<file path="src/rtl/chan_irq_pkg.sv">
// Package for the channel interrupt status and mask block.
// Assumes a 32-bit register port with word offsets given as byte addresses.
package chan_irq_pkg;

  localparam int NUM_CHAN = 8;

  // ==========================================================
  // Register offsets (byte addresses)
  // ==========================================================
  localparam logic [7:0] OFS_TX_RAW_PENDING     = 8'h00;
  localparam logic [7:0] OFS_TX_MASKED_PENDING  = 8'h04;
  localparam logic [7:0] OFS_TX_MASK_SET        = 8'h08;
  localparam logic [7:0] OFS_TX_MASK_CLEAR      = 8'h0C;
  localparam logic [7:0] OFS_COMBINED_VECTOR    = 8'h10;
  localparam logic [7:0] OFS_END_OF_INTERRUPT   = 8'h14;
  localparam logic [7:0] OFS_RX_RAW_PENDING     = 8'h18;
  localparam logic [7:0] OFS_RX_MASKED_PENDING  = 8'h1C;
  localparam logic [7:0] OFS_RX_MASK_SET        = 8'h20;
  localparam logic [7:0] OFS_RX_MASK_CLEAR      = 8'h24;
  localparam logic [7:0] OFS_EVENT_STATUS       = 8'h28;
  localparam logic [7:0] OFS_EVENT_MASK         = 8'h2C;

  // ==========================================================
  // Combined input vector layout
  // ==========================================================
  localparam int BIT_STATISTICS  = 27;
  localparam int BIT_HOST_ERROR  = 26;
  localparam int BIT_LINK_CHANGE = 25;
  localparam int BIT_MGMT_USER   = 24;
  localparam int LSB_TX_FIELD    = 16;
  localparam int LSB_RX_THRESH   = 8;
  localparam int LSB_RX_FIELD    = 0;

  // ==========================================================
  // Completion codes and event status layout
  // ==========================================================
  typedef enum logic [1:0] {
    CODE_RX_THRESH = 2'h0,
    CODE_RX_PULSE  = 2'h1,
    CODE_TX_PULSE  = 2'h2,
    CODE_MISC      = 2'h3
  } completion_code_e;

  localparam int GROUP_COUNT = 4;

  localparam logic [7:0]  CHAN_RESET  = 8'h00;
  localparam logic [31:0] WORD_ZERO   = 32'h0000_0000;
  localparam logic [3:0]  GROUP_ZERO  = 4'h0;

endpackage

</file>
<file path="src/rtl/mac_channel_interrupt_status.sv">
// Channel interrupt status, masks, combined vector and completion codes.
// Assumes pending inputs are synchronous levels from the channel logic and
// a single-cycle register port with read data one cycle after the strobe.
`timescale 1ns/100ps

module mac_channel_interrupt_status
  import chan_irq_pkg::*;
(
  input  wire logic        core_clk,
  input  wire logic        reset,
  input  wire logic [7:0]  reg_addr,
  input  wire logic [31:0] reg_wdata,
  input  wire logic        reg_write,
  input  wire logic        reg_read,
  output logic      [31:0] reg_rdata,
  input  wire logic [7:0]  tx_chan_pending_bit,
  input  wire logic [7:0]  rx_chan_pending_bit,
  input  wire logic [7:0]  rx_thresh_pending,
  input  wire logic        statistics_pending,
  input  wire logic        host_error_pending,
  input  wire logic        link_change_pending,
  input  wire logic        mgmt_user_pending,
  output logic             rx_threshold_group,
  output logic             rx_pulse_group,
  output logic             tx_pulse_group,
  output logic             misc_group,
  output logic             irq
);

  // ==========================================================
  // Masks
  // ==========================================================
  logic [7:0] tx_chan_enable_bit;
  logic [7:0] rx_chan_enable_bit;
  logic       wr_tx_set;
  logic       wr_tx_clr;
  logic       wr_rx_set;
  logic       wr_rx_clr;
  logic       wr_completion;
  logic       wr_evt_status;
  logic       wr_evt_mask;

  assign wr_tx_set     = reg_write && (reg_addr == OFS_TX_MASK_SET);
  assign wr_tx_clr     = reg_write && (reg_addr == OFS_TX_MASK_CLEAR);
  assign wr_rx_set     = reg_write && (reg_addr == OFS_RX_MASK_SET);
  assign wr_rx_clr     = reg_write && (reg_addr == OFS_RX_MASK_CLEAR);
  assign wr_completion = reg_write && (reg_addr == OFS_END_OF_INTERRUPT);
  assign wr_evt_status = reg_write && (reg_addr == OFS_EVENT_STATUS);
  assign wr_evt_mask   = reg_write && (reg_addr == OFS_EVENT_MASK);

  // One bit per channel; set and clear registers are separate addresses so
  // a single write never both sets and clears the same bit.
  genvar gi;
  generate
    for (gi = 0; gi < NUM_CHAN; gi++) begin : g_mask
      always_ff @(posedge core_clk) begin
        if (reset) begin
          tx_chan_enable_bit[gi] <= 1'b0;
          rx_chan_enable_bit[gi] <= 1'b0;
        end else begin
          if (wr_tx_set && reg_wdata[gi]) begin
            tx_chan_enable_bit[gi] <= 1'b1;
          end else if (wr_tx_clr && reg_wdata[gi]) begin
            tx_chan_enable_bit[gi] <= 1'b0;
          end
          if (wr_rx_set && reg_wdata[gi]) begin
            rx_chan_enable_bit[gi] <= 1'b1;
          end else if (wr_rx_clr && reg_wdata[gi]) begin
            rx_chan_enable_bit[gi] <= 1'b0;
          end
        end
      end
    end
  endgenerate

  // ==========================================================
  // Status views
  // ==========================================================
  logic [7:0]  tx_masked;
  logic [7:0]  rx_masked;
  logic [31:0] combined_input_vector;

  assign tx_masked = tx_chan_pending_bit & tx_chan_enable_bit;
  assign rx_masked = rx_chan_pending_bit & rx_chan_enable_bit;

  always_comb begin
    combined_input_vector                                = WORD_ZERO;
    combined_input_vector[BIT_STATISTICS]                = statistics_pending;
    combined_input_vector[BIT_HOST_ERROR]                = host_error_pending;
    combined_input_vector[BIT_LINK_CHANGE]               = link_change_pending;
    combined_input_vector[BIT_MGMT_USER]                 = mgmt_user_pending;
    combined_input_vector[LSB_TX_FIELD +: NUM_CHAN]      = tx_chan_pending_bit;
    combined_input_vector[LSB_RX_THRESH +: NUM_CHAN]     = rx_thresh_pending;
    combined_input_vector[LSB_RX_FIELD +: NUM_CHAN]      = rx_chan_pending_bit;
  end

  // ==========================================================
  // Group pacing by completion codes
  // ==========================================================
  // A group line drops for one cycle on its completion code so that an
  // edge-sensitive consumer sees a fresh edge when work still remains.
  logic [3:0] group_active;
  logic [3:0] group_hold;
  logic [1:0] end_of_interrupt_vector;

  assign group_active[CODE_RX_THRESH] = |rx_thresh_pending;
  assign group_active[CODE_RX_PULSE]  = |rx_masked;
  assign group_active[CODE_TX_PULSE]  = |tx_masked;
  assign group_active[CODE_MISC]      = statistics_pending | host_error_pending |
                                        link_change_pending | mgmt_user_pending;

  always_ff @(posedge core_clk) begin
    if (reset) begin
      group_hold              <= GROUP_ZERO;
      end_of_interrupt_vector <= CODE_RX_THRESH;
    end else begin
      group_hold <= GROUP_ZERO;
      if (wr_completion) begin
        end_of_interrupt_vector <= reg_wdata[1:0];
        group_hold[reg_wdata[1:0]] <= 1'b1;
      end
    end
  end

  always_ff @(posedge core_clk) begin
    if (reset) begin
      rx_threshold_group <= 1'b0;
      rx_pulse_group     <= 1'b0;
      tx_pulse_group     <= 1'b0;
      misc_group         <= 1'b0;
    end else begin
      // Re-evaluated every cycle, so a held group returns if still pending
      rx_threshold_group <= group_active[CODE_RX_THRESH] && !group_hold[CODE_RX_THRESH];
      rx_pulse_group     <= group_active[CODE_RX_PULSE]  && !group_hold[CODE_RX_PULSE];
      tx_pulse_group     <= group_active[CODE_TX_PULSE]  && !group_hold[CODE_TX_PULSE];
      misc_group         <= group_active[CODE_MISC]      && !group_hold[CODE_MISC];
    end
  end

  // ==========================================================
  // Sticky event status, mask and interrupt line
  // ==========================================================
  logic [3:0] event_status;
  logic [3:0] event_mask;
  logic [3:0] group_prev;

  always_ff @(posedge core_clk) begin
    if (reset) begin
      group_prev <= GROUP_ZERO;
    end else begin
      group_prev <= group_active;
    end
  end

  // Rising edge of a group sets its bit; set wins over a same-cycle clear
  always_ff @(posedge core_clk) begin
    if (reset) begin
      event_status <= GROUP_ZERO;
    end else if (wr_evt_status) begin
      event_status <= (event_status & ~reg_wdata[3:0]) | (group_active & ~group_prev);
    end else begin
      event_status <= event_status | (group_active & ~group_prev);
    end
  end

  always_ff @(posedge core_clk) begin
    if (reset) begin
      event_mask <= GROUP_ZERO;
    end else if (wr_evt_mask) begin
      event_mask <= reg_wdata[3:0];
    end
  end

  always_ff @(posedge core_clk) begin
    if (reset) begin
      irq <= 1'b0;
    end else begin
      irq <= |(event_status & event_mask);
    end
  end

  // ==========================================================
  // Read port
  // ==========================================================
  logic [31:0] next_rdata;

  always_comb begin
    next_rdata = WORD_ZERO;
    case (reg_addr)
      OFS_TX_RAW_PENDING:    next_rdata[7:0] = tx_chan_pending_bit;
      OFS_TX_MASKED_PENDING: next_rdata[7:0] = tx_masked;
      OFS_TX_MASK_SET:       next_rdata[7:0] = tx_chan_enable_bit;
      OFS_TX_MASK_CLEAR:     next_rdata[7:0] = tx_chan_enable_bit;
      OFS_COMBINED_VECTOR:   next_rdata      = combined_input_vector;
      OFS_END_OF_INTERRUPT:  next_rdata[1:0] = end_of_interrupt_vector;
      OFS_RX_RAW_PENDING:    next_rdata[7:0] = rx_chan_pending_bit;
      OFS_RX_MASKED_PENDING: next_rdata[7:0] = rx_masked;
      OFS_RX_MASK_SET:       next_rdata[7:0] = rx_chan_enable_bit;
      OFS_RX_MASK_CLEAR:     next_rdata[7:0] = rx_chan_enable_bit;
      OFS_EVENT_STATUS:      next_rdata[3:0] = event_status;
      OFS_EVENT_MASK:        next_rdata[3:0] = event_mask;
      default:               next_rdata      = WORD_ZERO;
    endcase
  end

  // Read data stands only in the cycle after the strobe
  always_ff @(posedge core_clk) begin
    if (reset) begin
      reg_rdata <= WORD_ZERO;
    end else if (reg_read) begin
      reg_rdata <= next_rdata;
    end else begin
      reg_rdata <= WORD_ZERO;
    end
  end

  // ==========================================================
  // Checks
  // ==========================================================
  AST_TX_RAW: assert property (@(posedge core_clk) disable iff (reset)
    reg_read && reg_addr == OFS_TX_RAW_PENDING |=> reg_rdata == {24'h000000, $past(tx_chan_pending_bit)})
    else $error("tx raw read wrong");
  AST_TX_MASKED: assert property (@(posedge core_clk) disable iff (reset)
    reg_read && reg_addr == OFS_TX_MASKED_PENDING
      |=> reg_rdata == {24'h000000, $past(tx_chan_pending_bit & tx_chan_enable_bit)})
    else $error("tx masked read wrong");
  AST_TX_SET: assert property (@(posedge core_clk) disable iff (reset)
    wr_tx_set |=> (tx_chan_enable_bit & $past(reg_wdata[7:0])) == $past(reg_wdata[7:0]))
    else $error("tx mask set failed");
  AST_TX_CLR: assert property (@(posedge core_clk) disable iff (reset)
    wr_tx_clr |=> (tx_chan_enable_bit & $past(reg_wdata[7:0])) == 8'h00)
    else $error("tx mask clear failed");
  AST_RX_RAW: assert property (@(posedge core_clk) disable iff (reset)
    reg_read && reg_addr == OFS_RX_RAW_PENDING |=> reg_rdata == {24'h000000, $past(rx_chan_pending_bit)})
    else $error("rx raw read wrong");
  AST_VEC_MISC: assert property (@(posedge core_clk) disable iff (reset)
    reg_read && reg_addr == OFS_COMBINED_VECTOR
      |=> reg_rdata[31:24] == {4'h0, $past(statistics_pending), $past(host_error_pending),
                               $past(link_change_pending), $past(mgmt_user_pending)})
    else $error("vector upper bits wrong");
  AST_VEC_CHAN: assert property (@(posedge core_clk) disable iff (reset)
    reg_read && reg_addr == OFS_COMBINED_VECTOR
      |=> reg_rdata[23:0] == {$past(tx_chan_pending_bit), $past(rx_thresh_pending), $past(rx_chan_pending_bit)})
    else $error("vector channel fields wrong");
  AST_CODE_DROP: assert property (@(posedge core_clk) disable iff (reset)
    wr_completion && reg_wdata[1:0] == 2'h2 |=> ##1 !tx_pulse_group)
    else $error("tx group did not drop on completion");
  AST_REASSERT: assert property (@(posedge core_clk) disable iff (reset)
    wr_completion && reg_wdata[1:0] == 2'h1 ##1 ((|rx_masked) && !wr_completion)
      ##1 (|rx_masked) |=> rx_pulse_group)
    else $error("rx pulse group did not return");
  AST_RX_MASK: assert property (@(posedge core_clk) disable iff (reset)
    wr_rx_clr && reg_wdata[0] |=> !rx_chan_enable_bit[0])
    else $error("rx mask clear failed");
  AST_IRQ: assert property (@(posedge core_clk) disable iff (reset)
    (|(event_status & event_mask)) |=> irq)
    else $error("irq not raised");

  // ==========================================================
  // Further checks: vector fields, masks, codes, events
  // ==========================================================
  // Each read view is compared with its sources as they stood at the strobe
  AST_RX_MASKED: assert property (@(posedge core_clk) disable iff (reset)
    reg_read && reg_addr == OFS_RX_MASKED_PENDING
      |=> reg_rdata == {24'h000000, $past(rx_chan_pending_bit & rx_chan_enable_bit)})
    else $error("rx masked read wrong");

  AST_VEC_LINK: assert property (@(posedge core_clk) disable iff (reset)
    reg_read && reg_addr == OFS_COMBINED_VECTOR
      |=> reg_rdata[BIT_LINK_CHANGE] == $past(link_change_pending)
          && reg_rdata[BIT_MGMT_USER] == $past(mgmt_user_pending))
    else $error("vector management bits wrong");

  AST_VEC_THRESH: assert property (@(posedge core_clk) disable iff (reset)
    reg_read && reg_addr == OFS_COMBINED_VECTOR
      |=> reg_rdata[LSB_RX_THRESH +: NUM_CHAN] == $past(rx_thresh_pending))
    else $error("vector threshold field wrong");

  AST_VEC_RX: assert property (@(posedge core_clk) disable iff (reset)
    reg_read && reg_addr == OFS_COMBINED_VECTOR
      |=> reg_rdata[LSB_RX_FIELD +: NUM_CHAN] == $past(rx_chan_pending_bit))
    else $error("vector receive field wrong");

  // Set and clear touch only the bits written as one; all others must hold
  AST_TX_SET_KEEP: assert property (@(posedge core_clk) disable iff (reset)
    wr_tx_set |=> (tx_chan_enable_bit & ~$past(reg_wdata[7:0]))
                  == ($past(tx_chan_enable_bit) & ~$past(reg_wdata[7:0])))
    else $error("tx mask set touched other bits");

  AST_TX_CLR_KEEP: assert property (@(posedge core_clk) disable iff (reset)
    wr_tx_clr |=> (tx_chan_enable_bit & ~$past(reg_wdata[7:0]))
                  == ($past(tx_chan_enable_bit) & ~$past(reg_wdata[7:0])))
    else $error("tx mask clear touched other bits");

  AST_RX_SET: assert property (@(posedge core_clk) disable iff (reset)
    wr_rx_set |=> (rx_chan_enable_bit & $past(reg_wdata[7:0])) == $past(reg_wdata[7:0]))
    else $error("rx mask set failed");

  AST_RX_CLR: assert property (@(posedge core_clk) disable iff (reset)
    wr_rx_clr |=> (rx_chan_enable_bit & $past(reg_wdata[7:0])) == 8'h00)
    else $error("rx mask clear failed on some bit");

  AST_RX_KEEP: assert property (@(posedge core_clk) disable iff (reset)
    wr_rx_set || wr_rx_clr |=> (rx_chan_enable_bit & ~$past(reg_wdata[7:0]))
                               == ($past(rx_chan_enable_bit) & ~$past(reg_wdata[7:0])))
    else $error("rx mask write touched other bits");

  // No reset guard here, since the guard would hide the very cycle checked
  AST_MASK_RESET: assert property (@(posedge core_clk)
    $past(reset) |-> tx_chan_enable_bit == CHAN_RESET && rx_chan_enable_bit == CHAN_RESET)
    else $error("masks not cleared by reset");

  // Each code drops only its own group, two edges after the write
  AST_CODE_THRESH: assert property (@(posedge core_clk) disable iff (reset)
    wr_completion && reg_wdata[1:0] == CODE_RX_THRESH |=> ##1 !rx_threshold_group)
    else $error("threshold group did not drop on completion");

  AST_CODE_RX: assert property (@(posedge core_clk) disable iff (reset)
    wr_completion && reg_wdata[1:0] == CODE_RX_PULSE |=> ##1 !rx_pulse_group)
    else $error("rx group did not drop on completion");

  AST_CODE_MISC: assert property (@(posedge core_clk) disable iff (reset)
    wr_completion && reg_wdata[1:0] == CODE_MISC |=> ##1 !misc_group)
    else $error("misc group did not drop on completion");

  AST_CODE_KEEP: assert property (@(posedge core_clk) disable iff (reset)
    wr_completion |=> end_of_interrupt_vector == $past(reg_wdata[1:0]))
    else $error("completion code not stored");

  // Outside a hold a group simply follows its condition one edge later
  AST_TX_RETURN: assert property (@(posedge core_clk) disable iff (reset)
    !group_hold[CODE_TX_PULSE] && group_active[CODE_TX_PULSE] |=> tx_pulse_group)
    else $error("tx group missing while pending");

  AST_MISC_RETURN: assert property (@(posedge core_clk) disable iff (reset)
    !group_hold[CODE_MISC] && group_active[CODE_MISC] |=> misc_group)
    else $error("misc group missing while pending");

  AST_THRESH_IDLE: assert property (@(posedge core_clk) disable iff (reset)
    !group_active[CODE_RX_THRESH] |=> !rx_threshold_group)
    else $error("threshold group high while idle");

  // Set wins: a new rising condition is never lost to a same-cycle clear
  AST_EVT_SET: assert property (@(posedge core_clk) disable iff (reset)
    (|(group_active & ~group_prev))
      |=> (event_status & $past(group_active & ~group_prev)) == $past(group_active & ~group_prev))
    else $error("event status bit not set");

  AST_EVT_CLR: assert property (@(posedge core_clk) disable iff (reset)
    wr_evt_status
      |=> (event_status & $past(reg_wdata[3:0] & ~(group_active & ~group_prev))) == GROUP_ZERO)
    else $error("event status bit not cleared");

  AST_IRQ_LOW: assert property (@(posedge core_clk) disable iff (reset)
    !(|(event_status & event_mask)) |=> !irq)
    else $error("irq high with nothing unmasked");

  // A stale word on the read bus would look like a fresh read
  AST_RDATA_IDLE: assert property (@(posedge core_clk) disable iff (reset)
    !reg_read |=> reg_rdata == WORD_ZERO)
    else $error("read data left standing");

  COV_TX_MASK: cover property (@(posedge core_clk) disable iff (reset) wr_tx_set ##1 tx_pulse_group);
  COV_CODE:    cover property (@(posedge core_clk) disable iff (reset) wr_completion ##2 rx_pulse_group);
  COV_IRQ:     cover property (@(posedge core_clk) disable iff (reset) $rose(irq));
  COV_VEC:     cover property (@(posedge core_clk) disable iff (reset)
    reg_read && reg_addr == OFS_COMBINED_VECTOR && statistics_pending);

endmodule

</file>
<file path="config.mk">
export PLATFORM = sky130hd
export DESIGN_NAME = mac_channel_interrupt_status
export DESIGN_NICKNAME = d
export VERILOG_FILES = /design/src/rtl/chan_irq_pkg.sv /design/src/rtl/mac_channel_interrupt_status.sv
export SDC_FILE = /design/constraint.sdc
export NUM_CORES = 1
export LEC_CHECK = 0
export BUFFER_PORTS_ARGS = -buffer_cell sky130_fd_sc_hd__clkbuf_2
export CORE_MARGIN = 10
export CORE_UTILIZATION = 48
export DETAILED_ROUTE_END_ITERATION = 16
export GPL_ROUTABILITY_DRIVEN = 0
export PLACE_DENSITY = 0.79
export SYNTH_ARGS = -nofsm -noshare
export SYNTH_HDL_FRONTEND = slang
export SYNTH_SLANG_ARGS = --single-unit
</file>
<file path="constraint.sdc">
create_clock -name core_clk -period 1.8 [get_ports core_clk]
set_input_delay 0.18 -clock core_clk [delete_from_list [all_inputs] [get_ports core_clk]]
set_output_delay 0.18 -clock core_clk [all_outputs]
set_load 0.01 [all_outputs]
</file>
# Word-level counts from Yosys, hierarchy flattened
# Cells that the tools add are included.
# W data, S select, Z words.
dict set report totals {
  reg_bits 71
  input_bits 72
  out_inout_bits 37
  word_cells 169
}
dict set report classes {
  n_lt_le_gt_ge 2
  eq_ne 11
  muxes 38
  bitwise 15
  n_reduce_logical 75
}
# op count
set op_table {}
lappend op_table {{$logic_and A1 B1 Y1} 44}
lappend op_table {{$mux W1} 33}
lappend op_table {{$eq A8 B5 Y1 const B} 4}
lappend op_table {{$eq A8 B6 Y1 const B} 4}
lappend op_table {{$reduce_bool A2 Y1} 16}
lappend op_table {{$pmux W4 S6} 1}
lappend op_table {{$reduce_or A8 Y1} 3}
lappend op_table {{$pmux W2 S9} 1}
lappend op_table {{$and A8 B8 Y8} 2}
lappend op_table {{$eq A8 B4 Y1 const B} 2}
lappend op_table {{$pmux W2 S8} 1}
lappend op_table {{$and A4 B4 Y4} 3}
lappend op_table {{$reduce_or A2 Y1} 5}
lappend op_table {{$eq A8 B3 Y1 const B} 1}
lappend op_table {{$logic_not A8 Y1} 1}
lappend op_table {{$not A4 Y4} 2}
lappend op_table {{$or A4 B4 Y4} 2}
lappend op_table {{$logic_not A1 Y1} 4}
lappend op_table {{$mux W4} 1}
lappend op_table {{$reduce_or A4 Y1} 1}
lappend op_table {{$lt A2 B3 Y1 const B} 1}
lappend op_table {{$not A1 Y1} 3}
lappend op_table {{$or A1 B1 Y1} 3}
lappend op_table {{$reduce_or A3 Y1} 1}
lappend op_table {{2 further kinds} 2}

# Logic depth before layout (Yosys ltp)
dict set report logic_depth {
  depth_word 6
  ltp_mapped 7
  mapped_depth_nobuf 4
}

# Worst setup path after synthesis
# Ideal clock, no wire load.
dict set report synth_timing {
  path_kind {input -> register}
  startpoint {input reg_addr[5]}
  endpoint {register rx_chan_enable_bit[0]}
  setup_time_ns 0.143
  arrival_ns 1.486
  t_required_ns 1.657
  path_slack_ns 0.170
  stages 5
  n_path_buf 2
  path_cell_list {buf_4 or4b_1 buf_6 nor3b_1 a211oi_1}
}
dict set report synth_between {
  elab_chain_len 4
  word_cells_on_any_way 8
  cone_classes {2 x eq/ne; 1 x mux; 5 x reduce/logical}
}
# item line
set synth_lines {}
lappend synth_lines {{start: declaration} mac_channel_interrupt_status.sv:11} ;# input wire logic [7:0] reg_addr,
lappend synth_lines {{$eq A8 B6 Y1, on equally long branches} {mac_channel_interrupt_status.sv:45, mac_channel_interrupt_status.sv:46}}
lappend synth_lines {{$logic_and A1 B1 Y1, on equally long branches} {mac_channel_interrupt_status.sv:45, mac_channel_interrupt_status.sv:46}}
lappend synth_lines {{$logic_and A1 B1 Y1, on equally long branches} {mac_channel_interrupt_status.sv:66, mac_channel_interrupt_status.sv:68}}
lappend synth_lines {{$mux W1 / $reduce_bool A2 Y1 (equally long branches)} --}
lappend synth_lines {{end signal: indexed assignment} mac_channel_interrupt_status.sv:59} ;# rx_chan_enable_bit[gi] <= 1'b0;
lappend synth_lines {{end signal: indexed assignment} mac_channel_interrupt_status.sv:67} ;# rx_chan_enable_bit[gi] <= 1'b1;
lappend synth_lines {{end signal: indexed assignment} mac_channel_interrupt_status.sv:69} ;# rx_chan_enable_bit[gi] <= 1'b0;
lappend synth_lines {{end: declaration} mac_channel_interrupt_status.sv:34} ;# logic [7:0] rx_chan_enable_bit;
# Several ways; a longest one is shown, not always the timed one.
# A chain may end at the register's enable or synchronous reset.

# Final worst setup path
dict set report layout_timing {
  startpoint {input reg_addr[7]}
  endpoint {register rx_chan_enable_bit[5]}
}
# Same word-level chain as after synthesis.

==> flow_metrics.py <==
metrics = {
    "status": {
        "outcome": "finished clean",
    },
    "logic_synthesis": {
        "synth-edff-count": 0,
        "synth_cell_types": 50,
        "yosysWarnings": 0,
        "synth_area_mm2": 0.00282,
        "seq_area_frac_synth": 0.476,
        "synthCells": 301,
        "synth_top_cell_by_area": "dfxtp_1",
        "netlist.area_leader.share": 0.476,
        "synth_area_per_cell_um2": 9.36,
        "ys.flop_type": "dfxtp_1",
        "ys_async_sr_fraction": 0,
        "synth_area_leaders": "dfxtp_1 48%, nand2_1 4.5%, and2_1 4.4%",
        "ys_seq_elements": 67,
    },
    "critical_path": {
        "r2r-end": "event_status[2]",
        "crit_family": "simple AND/OR/NAND/NOR gates",
        "critPathArrivalTime_ns": 1.76,
        "slowest_delay_ns": 0.51,
        "r2r_slack_ns": 0.49,
        "reg2regPathDepth": 4,
        "endpoint_kind": "register",
        "critical_path_class": "input port to register",
        "cp-start-kind": "input port",
        "r2r-start": "tx_chan_enable_bit[0]",
        "crit_path_cell_trace": "clkbuf_2 -> or4b_1 -> buf_4 -> nor3_4 -> a21oi_1 -> a311oi_1",
        "path_buf_inv": 2,
        "required_ns": 2.05,
        "worst_path_max_delay_cell": "or4b_1",
        "worstPathMaxFanout": 10,
    },
    "layout": {
        "final_cell_area_mm2": 0.00359,
        "final_layout_size_suffix_gt1_frac": 0.328,
        "fill_cells": 491,
        "nets": 471,
        "layoutNonFillerInstCount": 475,
        "antennaDiodeCount": 0,
        "areaGrowthSynthToFinish_pct": 27.5,
    },
    "cts": {
        "ctsLongestPathBuffers": 2,
        "ctsResizeCount": 0,
        "cts_root_buffer": "clkbuf_8",
        "cts_buffers": 9,
        "clock_sinks": 67,
        "clk_pin_slew_ns": 0.07,
        "htree_levels": 3,
        "cts_tree": "yes",
        "clk-insertion-delay-late_ns": 0.34,
        "hold_buffers": 0,
        "post_cts_buffers": 0,
    },
    "hold_path": {
        "whs_path_depth": 2,
        "holdPathEnd": "reg_rdata[8]",
        "hp-class": "input port to register",
        "hold_start": "rx_thresh_pending[0]",
    },
    "power_and_ir_drop": {
        "p_leak_nw": 1.54,
        "p_total_mw": 2.96,
        "power.density_mw_per_mm2": 823,
        "ir_worst_vdd_mv": 0.536,
    },
    "sta": {
        "fin_ws_ns": 0.286,
        "period_share": 0.841,
        "skew_ns": 0.00695,
        "timing_hold_violations_final": 0,
        "tns_ns": 0,
        "setup_viol": 0,
        "grt_setup_unrepaired": "false",
        "final_max_slew_viol_count": 0,
        "max_freq_mhz": 661,
        "min_period_ns": 1.51,
    },
    "grt": {
        "grt_pass1_vias": 2573,
        "grt_pass1_wl_mm": 13.1,
        "grt_max_degree": 22,
        "overflow": 0,
        "track_usage": 0.169,
        "antenna_found_initial": 0,
    },
    "detailed_routing": {
        "firstDrtPassIters": 5,
        "drcViolationCount": 0,
        "drt_wl_total_mm": 8.22,
        "drt-initial-drc-count": 230,
        "drtAntennaViolNets": 0,
        "viasPerCell": 5.66,
        "post_drt_wl_per_cell_um": 17.3,
        "routed-via-count": 2687,
    },
    "die": {
        "die_h_um": 96.6,
        "start_util": 0.502,
        "num_rows": 27,
        "die_w_um": 96.6,
        "coreArea_mm2": 0.00561,
        "ios": 109,
        "die-area_mm2": 0.00933,
    },
    "run": {
        "drv_cap": 0,
    },
    "placement": {
        "placed_cell_area_mm2": 0.00340,
        "port_buffers": 80,
        "dpl.cell_count": 460,
        "dpl.hpwl_mm": 6.31,
        "pre_cts_ws_ns": -0.0366,
    },
}
## placed cells by master (no fill, tap or decap), drive strengths merged, types with 4 or more instances in the layout
cell type	instances
dfxtp	67
inv	7
nor2	22
a22oi	12
and2	20
clkbuf	93
buf	26
a21oi	18
conb	4
a211oi	8
nor3b	5
nand2	34
nand3	6
o21ai	7
a32o	10
mux2i	9
## stage by stage
stage,hold WS (ns),utilization
after detailed placement,0.372,0.606
after global routing,0.0463,0.641
after floorplan,0.277,-
final,0.0454,0.641
after global placement,0.372,0.606
after CTS,0.0322,0.641
## per-layer routing
metal  global-route usage  routed length [um]  vias up
met2                0.267                3800      134
met1                0.207                3560     1246
met4               0.0699                 208        0
li1                     -                   -     1285
met5                    0                   0        -
met3               0.0532                 647       22
## flip-flops by register name, indices dropped and copies added (netlist names), 2 cells and up
name,count
rx_chan_enable_bit,8
end_of_interrupt_vector,2
group_prev,4
event_status,4
event_mask,4
reg_rdata,28
group_hold,4
tx_chan_enable_bit,8
## cells in the mapped netlist (3+ instances only)
master / instances
buf_2: 3
o221ai_1: 3
a32o_1: 10
nor3b_1: 4
a211oi_1: 8
mux2i_1: 9
nor2_1: 21
and2_1: 20
nor4b_1: 3
nand2_1: 34
dfxtp_1: 67
nor2b_1: 3
inv_1: 7
buf_4: 5
o211ai_1: 3
a31o_2: 3
nand3_1: 6
clkbuf_1: 10
a22oi_1: 12
a21oi_1: 18
o21ai_0: 7
a31oi_1: 3
## final cells by class
type,instances,area [um2],area share
well taps,72,90.1,0.0251
repair buffers,106,596,0.166
flip-flops and latches,67,1340,0.373
multi-input cells,208,1350,0.375
clock inverters,2,35.0,0.00975
clock buffers,13,159,0.0442
inverters,7,26.3,0.00731
## cell families after synthesis
logic type / after synthesis / share of synthesized area
buffers and inverters: 29 / 0.0502
muxes: 9 / 0.0320
DFF: 67 / 0.476
and+or+nand+nor: 116 / 0.238
AOI/OAI and AO/OA: 79 / 0.203
other: 1 / 0.00133
## power breakdown
part           switching (mW)  leakage [nW]  internal, mW
combinational           0.140         0.902        0.0928
clock                   0.520        0.0995         0.707
sequential            0.00513         0.542          1.49
total                   0.665          1.54          2.29
## how the worst max path moves through the flow
stage	start	to	slack [ns]	depth (start not counted)
2_1_floorplan	reg_addr[5]	rx_chan_enable_bit[0]	0.17	5
5_1_grt	reg_addr[4]	group_hold[0]	0.16	6
3_5_place_dp	reg_addr[7]	rx_chan_enable_bit[5]	-0.04	6
6_report	reg_addr[7]	rx_chan_enable_bit[5]	0.29	6
4_1_cts	reg_addr[7]	rx_chan_enable_bit[5]	0.30	6
3_3_place_gp	reg_addr[4]	group_hold[0]	0.003	6
(Power assumes the default switching activity.)
